<file path="config.mk">
export PLATFORM = sky130hd
export DESIGN_NAME = ancm_autoneg_mgmt
export DESIGN_NICKNAME = d
export VERILOG_FILES = /design/src/ancm_pkg.sv /design/src/ancm_rx_if.sv /design/src/ancm_partner_store.sv /design/src/ancm_babble.sv /design/src/ancm_autoneg_mgmt.sv
export SDC_FILE = /design/constraint.sdc
export NUM_CORES = 1
export LEC_CHECK = 0
export BUFFER_PORTS_ARGS = -buffer_cell sky130_fd_sc_hd__buf_2
export CAP_MARGIN = 20
export CORE_MARGIN = 5
export CORE_UTILIZATION = 48
export CTS_CLUSTER_SIZE = 30
export DETAILED_ROUTE_END_ITERATION = 12
export GPL_TIMING_DRIVEN = 0
export PLACE_DENSITY_LB_ADDON = 0.05
export SKIP_LAST_GASP = 1
export SLEW_MARGIN = 15
export SYNTH_ARGS = -nofsm -noshare
export SYNTH_HDL_FRONTEND = slang
export SYNTH_SLANG_ARGS = --single-unit
export TNS_END_PERCENT = 20
</file>
<file path="constraint.sdc">
create_clock -name pclk -period 2.4 [get_ports pclk]
set_input_delay 0.24 -clock pclk [delete_from_list [all_inputs] [get_ports pclk]]
set_output_delay 0.24 -clock pclk [all_outputs]
set_load 0.01 [all_outputs]
</file>
<file path="src/ancm_pkg.sv">
// Constants and types for the auto-negotiation management block
`default_nettype none
package ancm_pkg;
   // ----------------------------------------------------------------
   // Register offsets (byte addresses)
   // ----------------------------------------------------------------
   localparam logic [7:0] OFF_CTRL = 8'h00;
   localparam logic [7:0] OFF_CMD = 8'h04;
   localparam logic [7:0] OFF_ATTACH = 8'h08;
   localparam logic [7:0] OFF_ADV_ABIL = 8'h0C;
   localparam logic [7:0] OFF_ADV_SEL = 8'h10;
   localparam logic [7:0] OFF_STATUS = 8'h14;
   localparam logic [7:0] OFF_PARTNER = 8'h18;
   localparam logic [7:0] OFF_LOCAL = 8'h1C;
   localparam logic [7:0] OFF_INDEX = 8'h20;

   // ----------------------------------------------------------------
   // Field widths and positions
   // ----------------------------------------------------------------
   localparam int ABIL_W = 8;
   localparam int SEL_W = 5;
   localparam int TYPE_W = 8;
   localparam int IDX_W = 16;
   localparam int CTRL_ADMIN_BIT = 0;
   localparam int CMD_RESTART_BIT = 0;
   localparam int CMD_ON_BIT = 1;
   localparam int CMD_OFF_BIT = 2;
   localparam int STAT_FAR_BIT = 5;
   localparam int STAT_REJ_ABIL_BIT = 6;
   localparam int STAT_REJ_SEL_BIT = 7;
   localparam int SEL_LSB = 8;

   // ----------------------------------------------------------------
   // Ability bits: 10T, 10T-FD, 100TX, 100TX-FD, 100T4, other,
   // unknown, reserved; selector codes
   // ----------------------------------------------------------------
   localparam logic [7:0] LOCAL_ABIL = 8'h1F;
   localparam logic [4:0] SEL_OTHER = 5'h00;
   localparam logic [4:0] SEL_ETHERNET = 5'h01;
   localparam logic [4:0] SEL_ISOLAN = 5'h02;
   localparam logic [4:0] LOCAL_SEL = SEL_ETHERNET;

   // ----------------------------------------------------------------
   // Reset values
   // ----------------------------------------------------------------
   localparam logic RST_ADMIN = 1'b1;
   localparam logic [7:0] RST_ATTACH = 8'h00;
   localparam logic [7:0] RST_ADV_ABIL = LOCAL_ABIL;
   localparam logic [4:0] RST_ADV_SEL = LOCAL_SEL;
   localparam logic [15:0] OBJ_INDEX = 16'h0001;

   // Negotiation progress, one-hot
   typedef enum logic [4:0] {
      ANCM_OTHER = 5'h01,
      ANCM_CONFIG = 5'h02,
      ANCM_COMPLETE = 5'h04,
      ANCM_DISABLED = 5'h08,
      ANCM_PDFAIL = 5'h10
   } ancm_prog_t;

   // Address match for one register
   function automatic logic ancm_hit(input logic [7:0] addr, input logic [7:0] off);
      return addr == off;
   endfunction : ancm_hit

   // Every requested ability must be one the hardware has
   function automatic logic ancm_abil_ok(input logic [7:0] req);
      return (req & ~LOCAL_ABIL) == 8'h00;
   endfunction : ancm_abil_ok
endpackage : ancm_pkg
`default_nettype wire

</file>
<file path="src/ancm_rx_if.sv">
// Received link code word and partner store between core and store
`timescale 1ns/100ps
`default_nettype none
interface ancm_rx_if;
   logic rx_valid;
   logic [ancm_pkg::ABIL_W-1:0] rx_ability;
   logic [ancm_pkg::SEL_W-1:0] rx_selector;
   logic [ancm_pkg::ABIL_W-1:0] partner_ability;
   logic [ancm_pkg::SEL_W-1:0] partner_selector;
   modport core (output rx_valid, rx_ability, rx_selector,
                 input partner_ability, partner_selector);
   modport store (input rx_valid, rx_ability, rx_selector,
                  output partner_ability, partner_selector);
endinterface : ancm_rx_if
`default_nettype wire

</file>
<file path="src/ancm_partner_store.sv">
// Holds the partner fields of the last received link code word
`timescale 1ns/100ps
`default_nettype none
module ancm_partner_store
(
   input wire logic pclk,
   input wire logic presetn,
   ancm_rx_if.store rx
);
   always_ff @(posedge pclk or negedge presetn)
   begin
      if (!presetn)
      begin
         rx.partner_ability <= '0;
         rx.partner_selector <= '0;
      end
      else if (rx.rx_valid)
      begin
         rx.partner_ability <= rx.rx_ability;
         rx.partner_selector <= rx.rx_selector;
      end
   end
endmodule : ancm_partner_store
`default_nettype wire

</file>
<file path="src/ancm_babble.sv">
// One-cycle alert on entry into the jabber state
`timescale 1ns/100ps
`default_nettype none
module ancm_babble
(
   input wire logic pclk,
   input wire logic presetn,
   input wire logic jabber_state,
   output logic babble_alert
);
   logic jabber_prev;

   always_ff @(posedge pclk or negedge presetn)
   begin
      if (!presetn)
      begin
         jabber_prev <= 1'b0;
         babble_alert <= 1'b0;
      end
      else
      begin
         jabber_prev <= jabber_state;
         babble_alert <= jabber_state & ~jabber_prev;
      end
   end
endmodule : ancm_babble
`default_nettype wire

</file>
<file path="src/ancm_autoneg_mgmt.sv">
// APB management of link auto-negotiation: admin, adverts, status
//
// Decided for this implementation: the APB interface to the registers and the placing of the registers.
`timescale 1ns/100ps
`default_nettype none
module ancm_autoneg_mgmt
#(
   parameter bit HAS_AN = 1'b1
)
(
   input wire logic pclk,
   input wire logic presetn,
   input wire logic psel,
   input wire logic penable,
   input wire logic pwrite,
   input wire logic [7:0] paddr,
   input wire logic [31:0] pwdata,
   output logic [31:0] prdata,
   output logic pready,
   output logic pslverr,
   input wire logic rx_word_valid,
   input wire logic [ancm_pkg::ABIL_W-1:0] rx_ability,
   input wire logic [ancm_pkg::SEL_W-1:0] rx_selector,
   input wire logic flp_burst_seen,
   input wire logic neg_done,
   input wire logic pd_fail,
   input wire logic jabber_state,
   output logic an_enable,
   output logic forced_mode,
   output logic renegotiate_pulse,
   output logic [ancm_pkg::ABIL_W-1:0] tx_ability,
   output logic [ancm_pkg::SEL_W-1:0] tx_selector,
   output logic [ancm_pkg::TYPE_W-1:0] attach_type,
   output logic babble_alert
);
   // ----------------------------------------------------------------
   // State
   // ----------------------------------------------------------------
   logic admin;
   logic next_admin;
   logic flp_pending;
   logic far_flag;
   logic rej_abil;
   logic rej_sel;
   ancm_pkg::ancm_prog_t prog;
   logic setup;
   logic wr;
   logic wr_ctrl;
   logic wr_cmd;
   logic wr_abil;
   logic wr_sel;
   logic abil_ok;
   logic sel_ok;
   logic adv_ok;
   logic restart_req;
   logic mapped;
   logic [31:0] rd_val;

   ancm_rx_if rx ();

   // ----------------------------------------------------------------
   // APB decode
   // ----------------------------------------------------------------
   // Writes land at the access edge, when pready is high
   assign setup = psel & ~penable;
   assign wr = psel & penable & pready & pwrite;
   assign wr_ctrl = wr & ancm_pkg::ancm_hit(paddr, ancm_pkg::OFF_CTRL);
   assign wr_cmd = wr & ancm_pkg::ancm_hit(paddr, ancm_pkg::OFF_CMD);
   assign wr_abil = wr & ancm_pkg::ancm_hit(paddr, ancm_pkg::OFF_ADV_ABIL);
   assign wr_sel = wr & ancm_pkg::ancm_hit(paddr, ancm_pkg::OFF_ADV_SEL);

   assign abil_ok = ancm_pkg::ancm_abil_ok(pwdata[ancm_pkg::ABIL_W-1:0]);
   assign sel_ok = pwdata[ancm_pkg::SEL_W-1:0] == ancm_pkg::LOCAL_SEL;
   assign adv_ok = (wr_abil & abil_ok) | (wr_sel & sel_ok);

   assign mapped = ancm_pkg::ancm_hit(paddr, ancm_pkg::OFF_CTRL)
                 | ancm_pkg::ancm_hit(paddr, ancm_pkg::OFF_CMD)
                 | ancm_pkg::ancm_hit(paddr, ancm_pkg::OFF_ATTACH)
                 | ancm_pkg::ancm_hit(paddr, ancm_pkg::OFF_ADV_ABIL)
                 | ancm_pkg::ancm_hit(paddr, ancm_pkg::OFF_ADV_SEL)
                 | ancm_pkg::ancm_hit(paddr, ancm_pkg::OFF_STATUS)
                 | ancm_pkg::ancm_hit(paddr, ancm_pkg::OFF_PARTNER)
                 | ancm_pkg::ancm_hit(paddr, ancm_pkg::OFF_LOCAL)
                 | ancm_pkg::ancm_hit(paddr, ancm_pkg::OFF_INDEX);

   // ----------------------------------------------------------------
   // Admin state and restart
   // ----------------------------------------------------------------
   // on/off action acts like a direct write; both bits is a no-op
   always_comb
   begin
      next_admin = admin;
      if (wr_ctrl)
         next_admin = pwdata[ancm_pkg::CTRL_ADMIN_BIT];
      else if (wr_cmd && pwdata[ancm_pkg::CMD_ON_BIT] && !pwdata[ancm_pkg::CMD_OFF_BIT])
         next_admin = 1'b1;
      else if (wr_cmd && pwdata[ancm_pkg::CMD_OFF_BIT] && !pwdata[ancm_pkg::CMD_ON_BIT])
         next_admin = 1'b0;
   end

   // restart action; accepted advert; nothing while off
   // Turning negotiation on also starts a fresh exchange
   assign restart_req = next_admin
                      & (~admin | (wr_cmd & pwdata[ancm_pkg::CMD_RESTART_BIT]) | adv_ok);

   always_ff @(posedge pclk or negedge presetn)
   begin
      if (!presetn)
         admin <= ancm_pkg::RST_ADMIN;
      else
         admin <= next_admin;
   end

   // engine enabled only when able; otherwise forced mode
   always_ff @(posedge pclk or negedge presetn)
   begin
      if (!presetn)
      begin
         an_enable <= ancm_pkg::RST_ADMIN & HAS_AN;
         forced_mode <= ~(ancm_pkg::RST_ADMIN & HAS_AN);
         renegotiate_pulse <= 1'b0;
      end
      else
      begin
         an_enable <= next_admin & HAS_AN;
         forced_mode <= ~(next_admin & HAS_AN);
         renegotiate_pulse <= restart_req & HAS_AN;
      end
   end

   // ----------------------------------------------------------------
   // Settings
   // ----------------------------------------------------------------
   // attachment type is driven out as soon as it is written
   always_ff @(posedge pclk or negedge presetn)
   begin
      if (!presetn)
         attach_type <= ancm_pkg::RST_ATTACH;
      else if (wr & ancm_pkg::ancm_hit(paddr, ancm_pkg::OFF_ATTACH))
         attach_type <= pwdata[ancm_pkg::TYPE_W-1:0];
   end

   // adverts drive the outgoing word; rejects keep old value
   always_ff @(posedge pclk or negedge presetn)
   begin
      if (!presetn)
      begin
         tx_ability <= ancm_pkg::RST_ADV_ABIL;
         tx_selector <= ancm_pkg::RST_ADV_SEL;
      end
      else
      begin
         if (wr_abil && abil_ok)
            tx_ability <= pwdata[ancm_pkg::ABIL_W-1:0];
         if (wr_sel && sel_ok)
            tx_selector <= pwdata[ancm_pkg::SEL_W-1:0];
      end
   end

   // Last-write outcome, so software can see a refused advert
   always_ff @(posedge pclk or negedge presetn)
   begin
      if (!presetn)
      begin
         rej_abil <= 1'b0;
         rej_sel <= 1'b0;
      end
      else
      begin
         if (wr_abil)
            rej_abil <= ~abil_ok;
         if (wr_sel)
            rej_sel <= ~sel_ok;
      end
   end

   // ----------------------------------------------------------------
   // Progress
   // ----------------------------------------------------------------
   // progress; a restart always wins over engine reports
   always_ff @(posedge pclk or negedge presetn)
   begin
      if (!presetn)
         prog <= ancm_pkg::ANCM_CONFIG;
      else if (!next_admin || !HAS_AN)
         prog <= ancm_pkg::ANCM_DISABLED;
      else if (restart_req)
         prog <= ancm_pkg::ANCM_CONFIG;
      else
      begin
         unique case (prog)
            ancm_pkg::ANCM_CONFIG:
            begin
               if (pd_fail)
                  prog <= ancm_pkg::ANCM_PDFAIL;
               else if (neg_done)
                  prog <= ancm_pkg::ANCM_COMPLETE;
            end
            ancm_pkg::ANCM_COMPLETE:
            begin
               if (pd_fail)
                  prog <= ancm_pkg::ANCM_PDFAIL;
            end
            ancm_pkg::ANCM_OTHER,
            ancm_pkg::ANCM_DISABLED,
            ancm_pkg::ANCM_PDFAIL:
               prog <= prog;
         endcase
      end
   end

   // bursts are collected per negotiation, published when it ends
   always_ff @(posedge pclk or negedge presetn)
   begin
      if (!presetn)
      begin
         flp_pending <= 1'b0;
         far_flag <= 1'b0;
      end
      else if (restart_req)
         flp_pending <= 1'b0;
      else if (prog == ancm_pkg::ANCM_CONFIG && next_admin)
      begin
         if (pd_fail || neg_done)
         begin
            far_flag <= flp_pending | flp_burst_seen;
            flp_pending <= 1'b0;
         end
         else if (flp_burst_seen)
            flp_pending <= 1'b1;
      end
   end

   // received words are ignored while negotiation is off
   assign rx.rx_valid = rx_word_valid & an_enable;
   assign rx.rx_ability = rx_ability;
   assign rx.rx_selector = rx_selector;

   ancm_partner_store u_partner
   (
      .pclk(pclk),
      .presetn(presetn),
      .rx(rx.store)
   );

   ancm_babble u_babble
   (
      .pclk(pclk),
      .presetn(presetn),
      .jabber_state(jabber_state),
      .babble_alert(babble_alert)
   );

   // ----------------------------------------------------------------
   // Read path and APB answer
   // ----------------------------------------------------------------
   // read views
   always_comb
   begin
      rd_val = 32'h0000_0000;
      unique case (1'b1)
         ancm_pkg::ancm_hit(paddr, ancm_pkg::OFF_CTRL):
            rd_val[ancm_pkg::CTRL_ADMIN_BIT] = admin;
         ancm_pkg::ancm_hit(paddr, ancm_pkg::OFF_ATTACH):
            rd_val[ancm_pkg::TYPE_W-1:0] = attach_type;
         ancm_pkg::ancm_hit(paddr, ancm_pkg::OFF_ADV_ABIL):
            rd_val[ancm_pkg::ABIL_W-1:0] = tx_ability;
         ancm_pkg::ancm_hit(paddr, ancm_pkg::OFF_ADV_SEL):
            rd_val[ancm_pkg::SEL_W-1:0] = tx_selector;
         ancm_pkg::ancm_hit(paddr, ancm_pkg::OFF_STATUS):
         begin
            rd_val[4:0] = prog;
            rd_val[ancm_pkg::STAT_FAR_BIT] = far_flag;
            rd_val[ancm_pkg::STAT_REJ_ABIL_BIT] = rej_abil;
            rd_val[ancm_pkg::STAT_REJ_SEL_BIT] = rej_sel;
         end
         ancm_pkg::ancm_hit(paddr, ancm_pkg::OFF_PARTNER):
         begin
            rd_val[ancm_pkg::ABIL_W-1:0] = rx.partner_ability;
            rd_val[ancm_pkg::SEL_LSB +: ancm_pkg::SEL_W] = rx.partner_selector;
         end
         ancm_pkg::ancm_hit(paddr, ancm_pkg::OFF_LOCAL):
         begin
            rd_val[ancm_pkg::ABIL_W-1:0] = ancm_pkg::LOCAL_ABIL;
            rd_val[ancm_pkg::SEL_LSB +: ancm_pkg::SEL_W] = ancm_pkg::LOCAL_SEL;
         end
         ancm_pkg::ancm_hit(paddr, ancm_pkg::OFF_INDEX):
            rd_val[ancm_pkg::IDX_W-1:0] = ancm_pkg::OBJ_INDEX;
         default:
            rd_val = 32'h0000_0000;
      endcase
   end

   // One wait-free access phase; answer prepared during setup
   // Errors: unmapped address, or a refused advert write
   always_ff @(posedge pclk or negedge presetn)
   begin
      if (!presetn)
      begin
         pready <= 1'b0;
         pslverr <= 1'b0;
         prdata <= 32'h0000_0000;
      end
      else
      begin
         pready <= setup;
         pslverr <= setup & (~mapped
            | (pwrite & ancm_pkg::ancm_hit(paddr, ancm_pkg::OFF_ADV_ABIL) & ~abil_ok)
            | (pwrite & ancm_pkg::ancm_hit(paddr, ancm_pkg::OFF_ADV_SEL) & ~sel_ok));
         prdata <= (setup & ~pwrite) ? rd_val : 32'h0000_0000;
      end
   end
endmodule : ancm_autoneg_mgmt
`default_nettype wire

</file>
==> reports/qor.csv <==
stage;metric;value;unit
status;outcome;complete, no violations;
cts;cts_sinks;62;
floorplanning;coreArea;5991;sq um
final_layout;layout_commonest_cell;buf_2;
drt;wirelength;7137;microns
placement;place.gp.congestion;0.8585;
synthesis;synth.cell_area;3004;sq um
critical_path;crit_path_end_kind;flip-flop;
critical_path;slowest_stage;dfstp_2;
synthesis;synth_edf_count;0;
grt;met1_usage;0.2485;
cts;path_clk_slew;0.08;ns
sta;timing.final.crit_period;2.022;ns
critical_path;max_stage_delay;0.60;ns
floorplanning;start_util;0.5015;
cts;clk_latency;0.35;ns
grt;grt_pass1_vias;2254;
pwr;clockPowerShare;0.399;
critical_path;worstPathRequired;2.67;ns
synthesis;synth_top_family_by_area;simple AND/OR/NAND/NOR gates;
final_layout;layout.nets;436;
grt;grt_max_degree;63;
pwr;cell_internal_pwr;1.495;mW
drt;initialDrtViolationCount;85;
synthesis;synth_seq_cells;62;
final_layout;most-common-layout-cells;buf_2, dfrtp_1, mux2_2;
cts;cts_tree;built;
pwr;p_comb_frac;0.081;
synthesis;postSynthAreaPerCell;11.38;sq um
synthesis;synthTopCellsByArea;dfrtp_1, mux2_2, dfstp_2, buf_4, a21oi_1;
sta;tns;0;ns
synthesis;ys.flop_type;dfrtp_1;
pwr;seqPwrFrac;0.520;
critical_path;worstPathCellList;nor4b_1, o21ai_0, or4_4, a22oi_2;
grt;overflow;0;
synthesis;synth-compound-area-share;0.1212;
cts;cts_root_buffer;clkbuf_8;
grt;grt_usage;0.1867;
critical_path;worstPathArrival;2.29;ns
final_layout;drive_gt1_frac;0.4471;
placement;dp_hpwl;5256;microns
drt;via_per_inst;5.205;
grt;use_met2;0.2981;
floorplanning;dieArea;7941;sq um
synthesis;synth_warnings;0;
pwr;p_sw;0.5297;mW
synthesis;yosysUniqueCellTypes;57;
sta;finClkSkew;0.008627;ns
drt;antenna_left;0;
synthesis;synth_seq_area_share;0.5198;
flow_run;maxCapViolations;0;
critical_path;crit_family;simple AND/OR/NAND/NOR gates;
synthesis;yosysTopAreaCell;dfrtp_1;
pwr;swShare;0.2617;
sta;tightestPinTransition;0.7660;ns
sta;final_hold_viol_count;0;
synthesis;synthMuxAreaShare;0.1108;
placement;io_buffer_count;78;
drt;detail_route.first_pass.iterations;4;
cts;htreeDepth;3;
pwr;power.leakage;1.928;nW
floorplanning;fp.dieH;89.11;microns
drt;route.detailed.drc;0;
synthesis;async_reset_ff_frac;1.000;
critical_path;r2r_setup_slack;0.38;ns
final_layout;fillers;523;
synthesis;synth-simple-area-share;0.1691;
final_layout;diodes;0;
cts;clock_path_buffers;2;
drt;wl_per_cell;15.75;microns
cts;cts_setup_buffers;0;
pwr;power_density;539.6;nW/um^2
cts;cts_made_buffers;9;
sta;fin_crit_sh;0.8425;
critical_path;start_kind;flip-flop;
drt;vias;2358;
critical_path;cp_max_fo;7;
grt;grt_pass1_wl;11150;microns
final_layout;area_growth;24.91;%
pwr;irDropWorstVdd;332.3;uV
floorplanning;fp.dieW;89.11;microns
sta;rsz0062_at_grt;no;
final_layout;seq_area;1562;sq um
floorplanning;io-pin-count;122;
pwr;fin_total_pwr;2.025;mW
floorplanning;num_rows;28;
sta;drv_slew;0;
grt;busiest_layer;met2;
grt;antenna_found_initial;0;
sta;max-slew-margin-rel;0.4894;
synthesis;synth-adder-area-share;0;
final_layout;multi_input_comb_area;1285;sq um
synthesis;synth_top_area_frac;0.4498;
sta;fmax;0.4945;GHz
critical_path;crit_buf_inv;0;
synthesis;synthXorXnorAreaFrac;0.002915;
synthesis;synthCells;264;
sta;final-setup-viol-count;0;
critical_path;critPathKind;flip-flop to flip-flop;
hold_path;hp-class;input pin to flip-flop;
grt;grt_util_met3;0.03594;
==> power groups by stage <==
stage                     Clock, mW  Sequential [mW]  Combinational [mW]
final                         0.807             1.05               0.165
after global routing          0.887             1.05               0.183
after CTS                     0.824             1.05               0.165
after detailed placement          0             1.07               0.162
after global placement            0             1.07               0.161
after floorplan                   0             1.07              0.0782
==> worst paths after layout <==
kind | start | endpoint | depth (start not counted)
min in group asynchronous | presetn | attach_type[3]$_DFFE_PN0P_ | 2
max reg2reg | prog[1]$_DFFE_PN1P_ | far_flag$_DFFE_PN0P_ | 4
min reg2reg | u_babble.jabber_prev$_DFF_PN0_ | u_babble.babble_alert$_DFF_PN0_ | 1
max | prog[1]$_DFFE_PN1P_ | far_flag$_DFFE_PN0P_ | 4
min | rx_selector[1] | u_partner.rx.partner_selector[1]$_DFFE_PN0P_ | 2
max in group asynchronous | presetn | rej_abil$_DFFE_PN0P_ | 2
==> area by class of cell <==
cell class	count	area share
Clock buffer	9	0.03301
Multi-Input combinational cell	187	0.3424
Tap cell	75	0.02501
Buffer	28	0.05502
Clock inverter	7	0.01334
Sequential cell	62	0.4161
Inverter	5	0.005002
Timing Repair Buffer	80	0.1100
==> registers in the layout, summed over array words and instances (netlist names) <==
signal and cells:
an_enable 1, attach_type 8, far_flag 1, flp_pending 1, forced_mode 1, prdata 13, pready 1, prog 4
pslverr 1, rej_abil 1, rej_sel 1, renegotiate_pulse 1, tx_ability 8, tx_selector 5, u_babble.babble_alert 1, u_babble.jabber_prev 1
u_partner.rx.partner_ability 8, u_partner.rx.partner_selector 5
==> stage by stage <==
step / setup WS (ns) / std cells / hold slack, ns / util / area (sq um)
after global placement: 0.1528 / 435 / 0.3585 / 0.5936 / 3556
after detailed placement: 0.1660 / 435 / 0.3599 / 0.5940 / 3558
after global routing: 0.2430 / 453 / 0.1116 / 0.6264 / 3752
after floorplan: 0.5543 / 282 / -0.05559 / - / 3072
final: 0.3779 / 453 / 0.1142 / 0.6264 / 3752
after CTS: 0.3982 / 453 / 0.1073 / 0.6264 / 3752
==> per-layer routing <==
layer / vias to the layer above / share of wire
li1: 1139 / -
met5: - / 0
met3: 6 / 0.069
met4: 0 / 0.0057
met2: 74 / 0.50
met1: 1139 / 0.43
==> cells in the mapped netlist, types with 2 or more instances <==
master,count
a21boi_0,2
buf_4,19
nand4b_1,2
clkbuf_1,3
a22oi_1,7
a22o_1,3
nor4b_1,2
nor2_1,11
dfstp_2,8
nand2_1,18
or4_4,2
clkbuf_8,2
nor2b_1,7
and2_1,7
nand4_1,3
mux2_2,26
o21ai_0,13
a21oi_1,14
mux2i_1,4
buf_2,2
dfrtp_1,54
nand3_1,2
inv_1,5
nor3_1,6
nand2b_1,6
and2_2,2
a31oi_1,4
==> cells by family (layout without fill, tap and decap cells) <==
family          Yosys count  in the layout
xor+xnor                  1              1
other cells               1             19
buf+inv                  33            129
compound gates           54             54
simple gates             83             83
mux                      30             30
flops                    62             62
==> what timing repair did <==
item,in CTS,in global routing
hold buffers,2,0
endpoints found under the hold margin,15,0
resized for setup,0,0
Power figures use the tool's default switching activity.
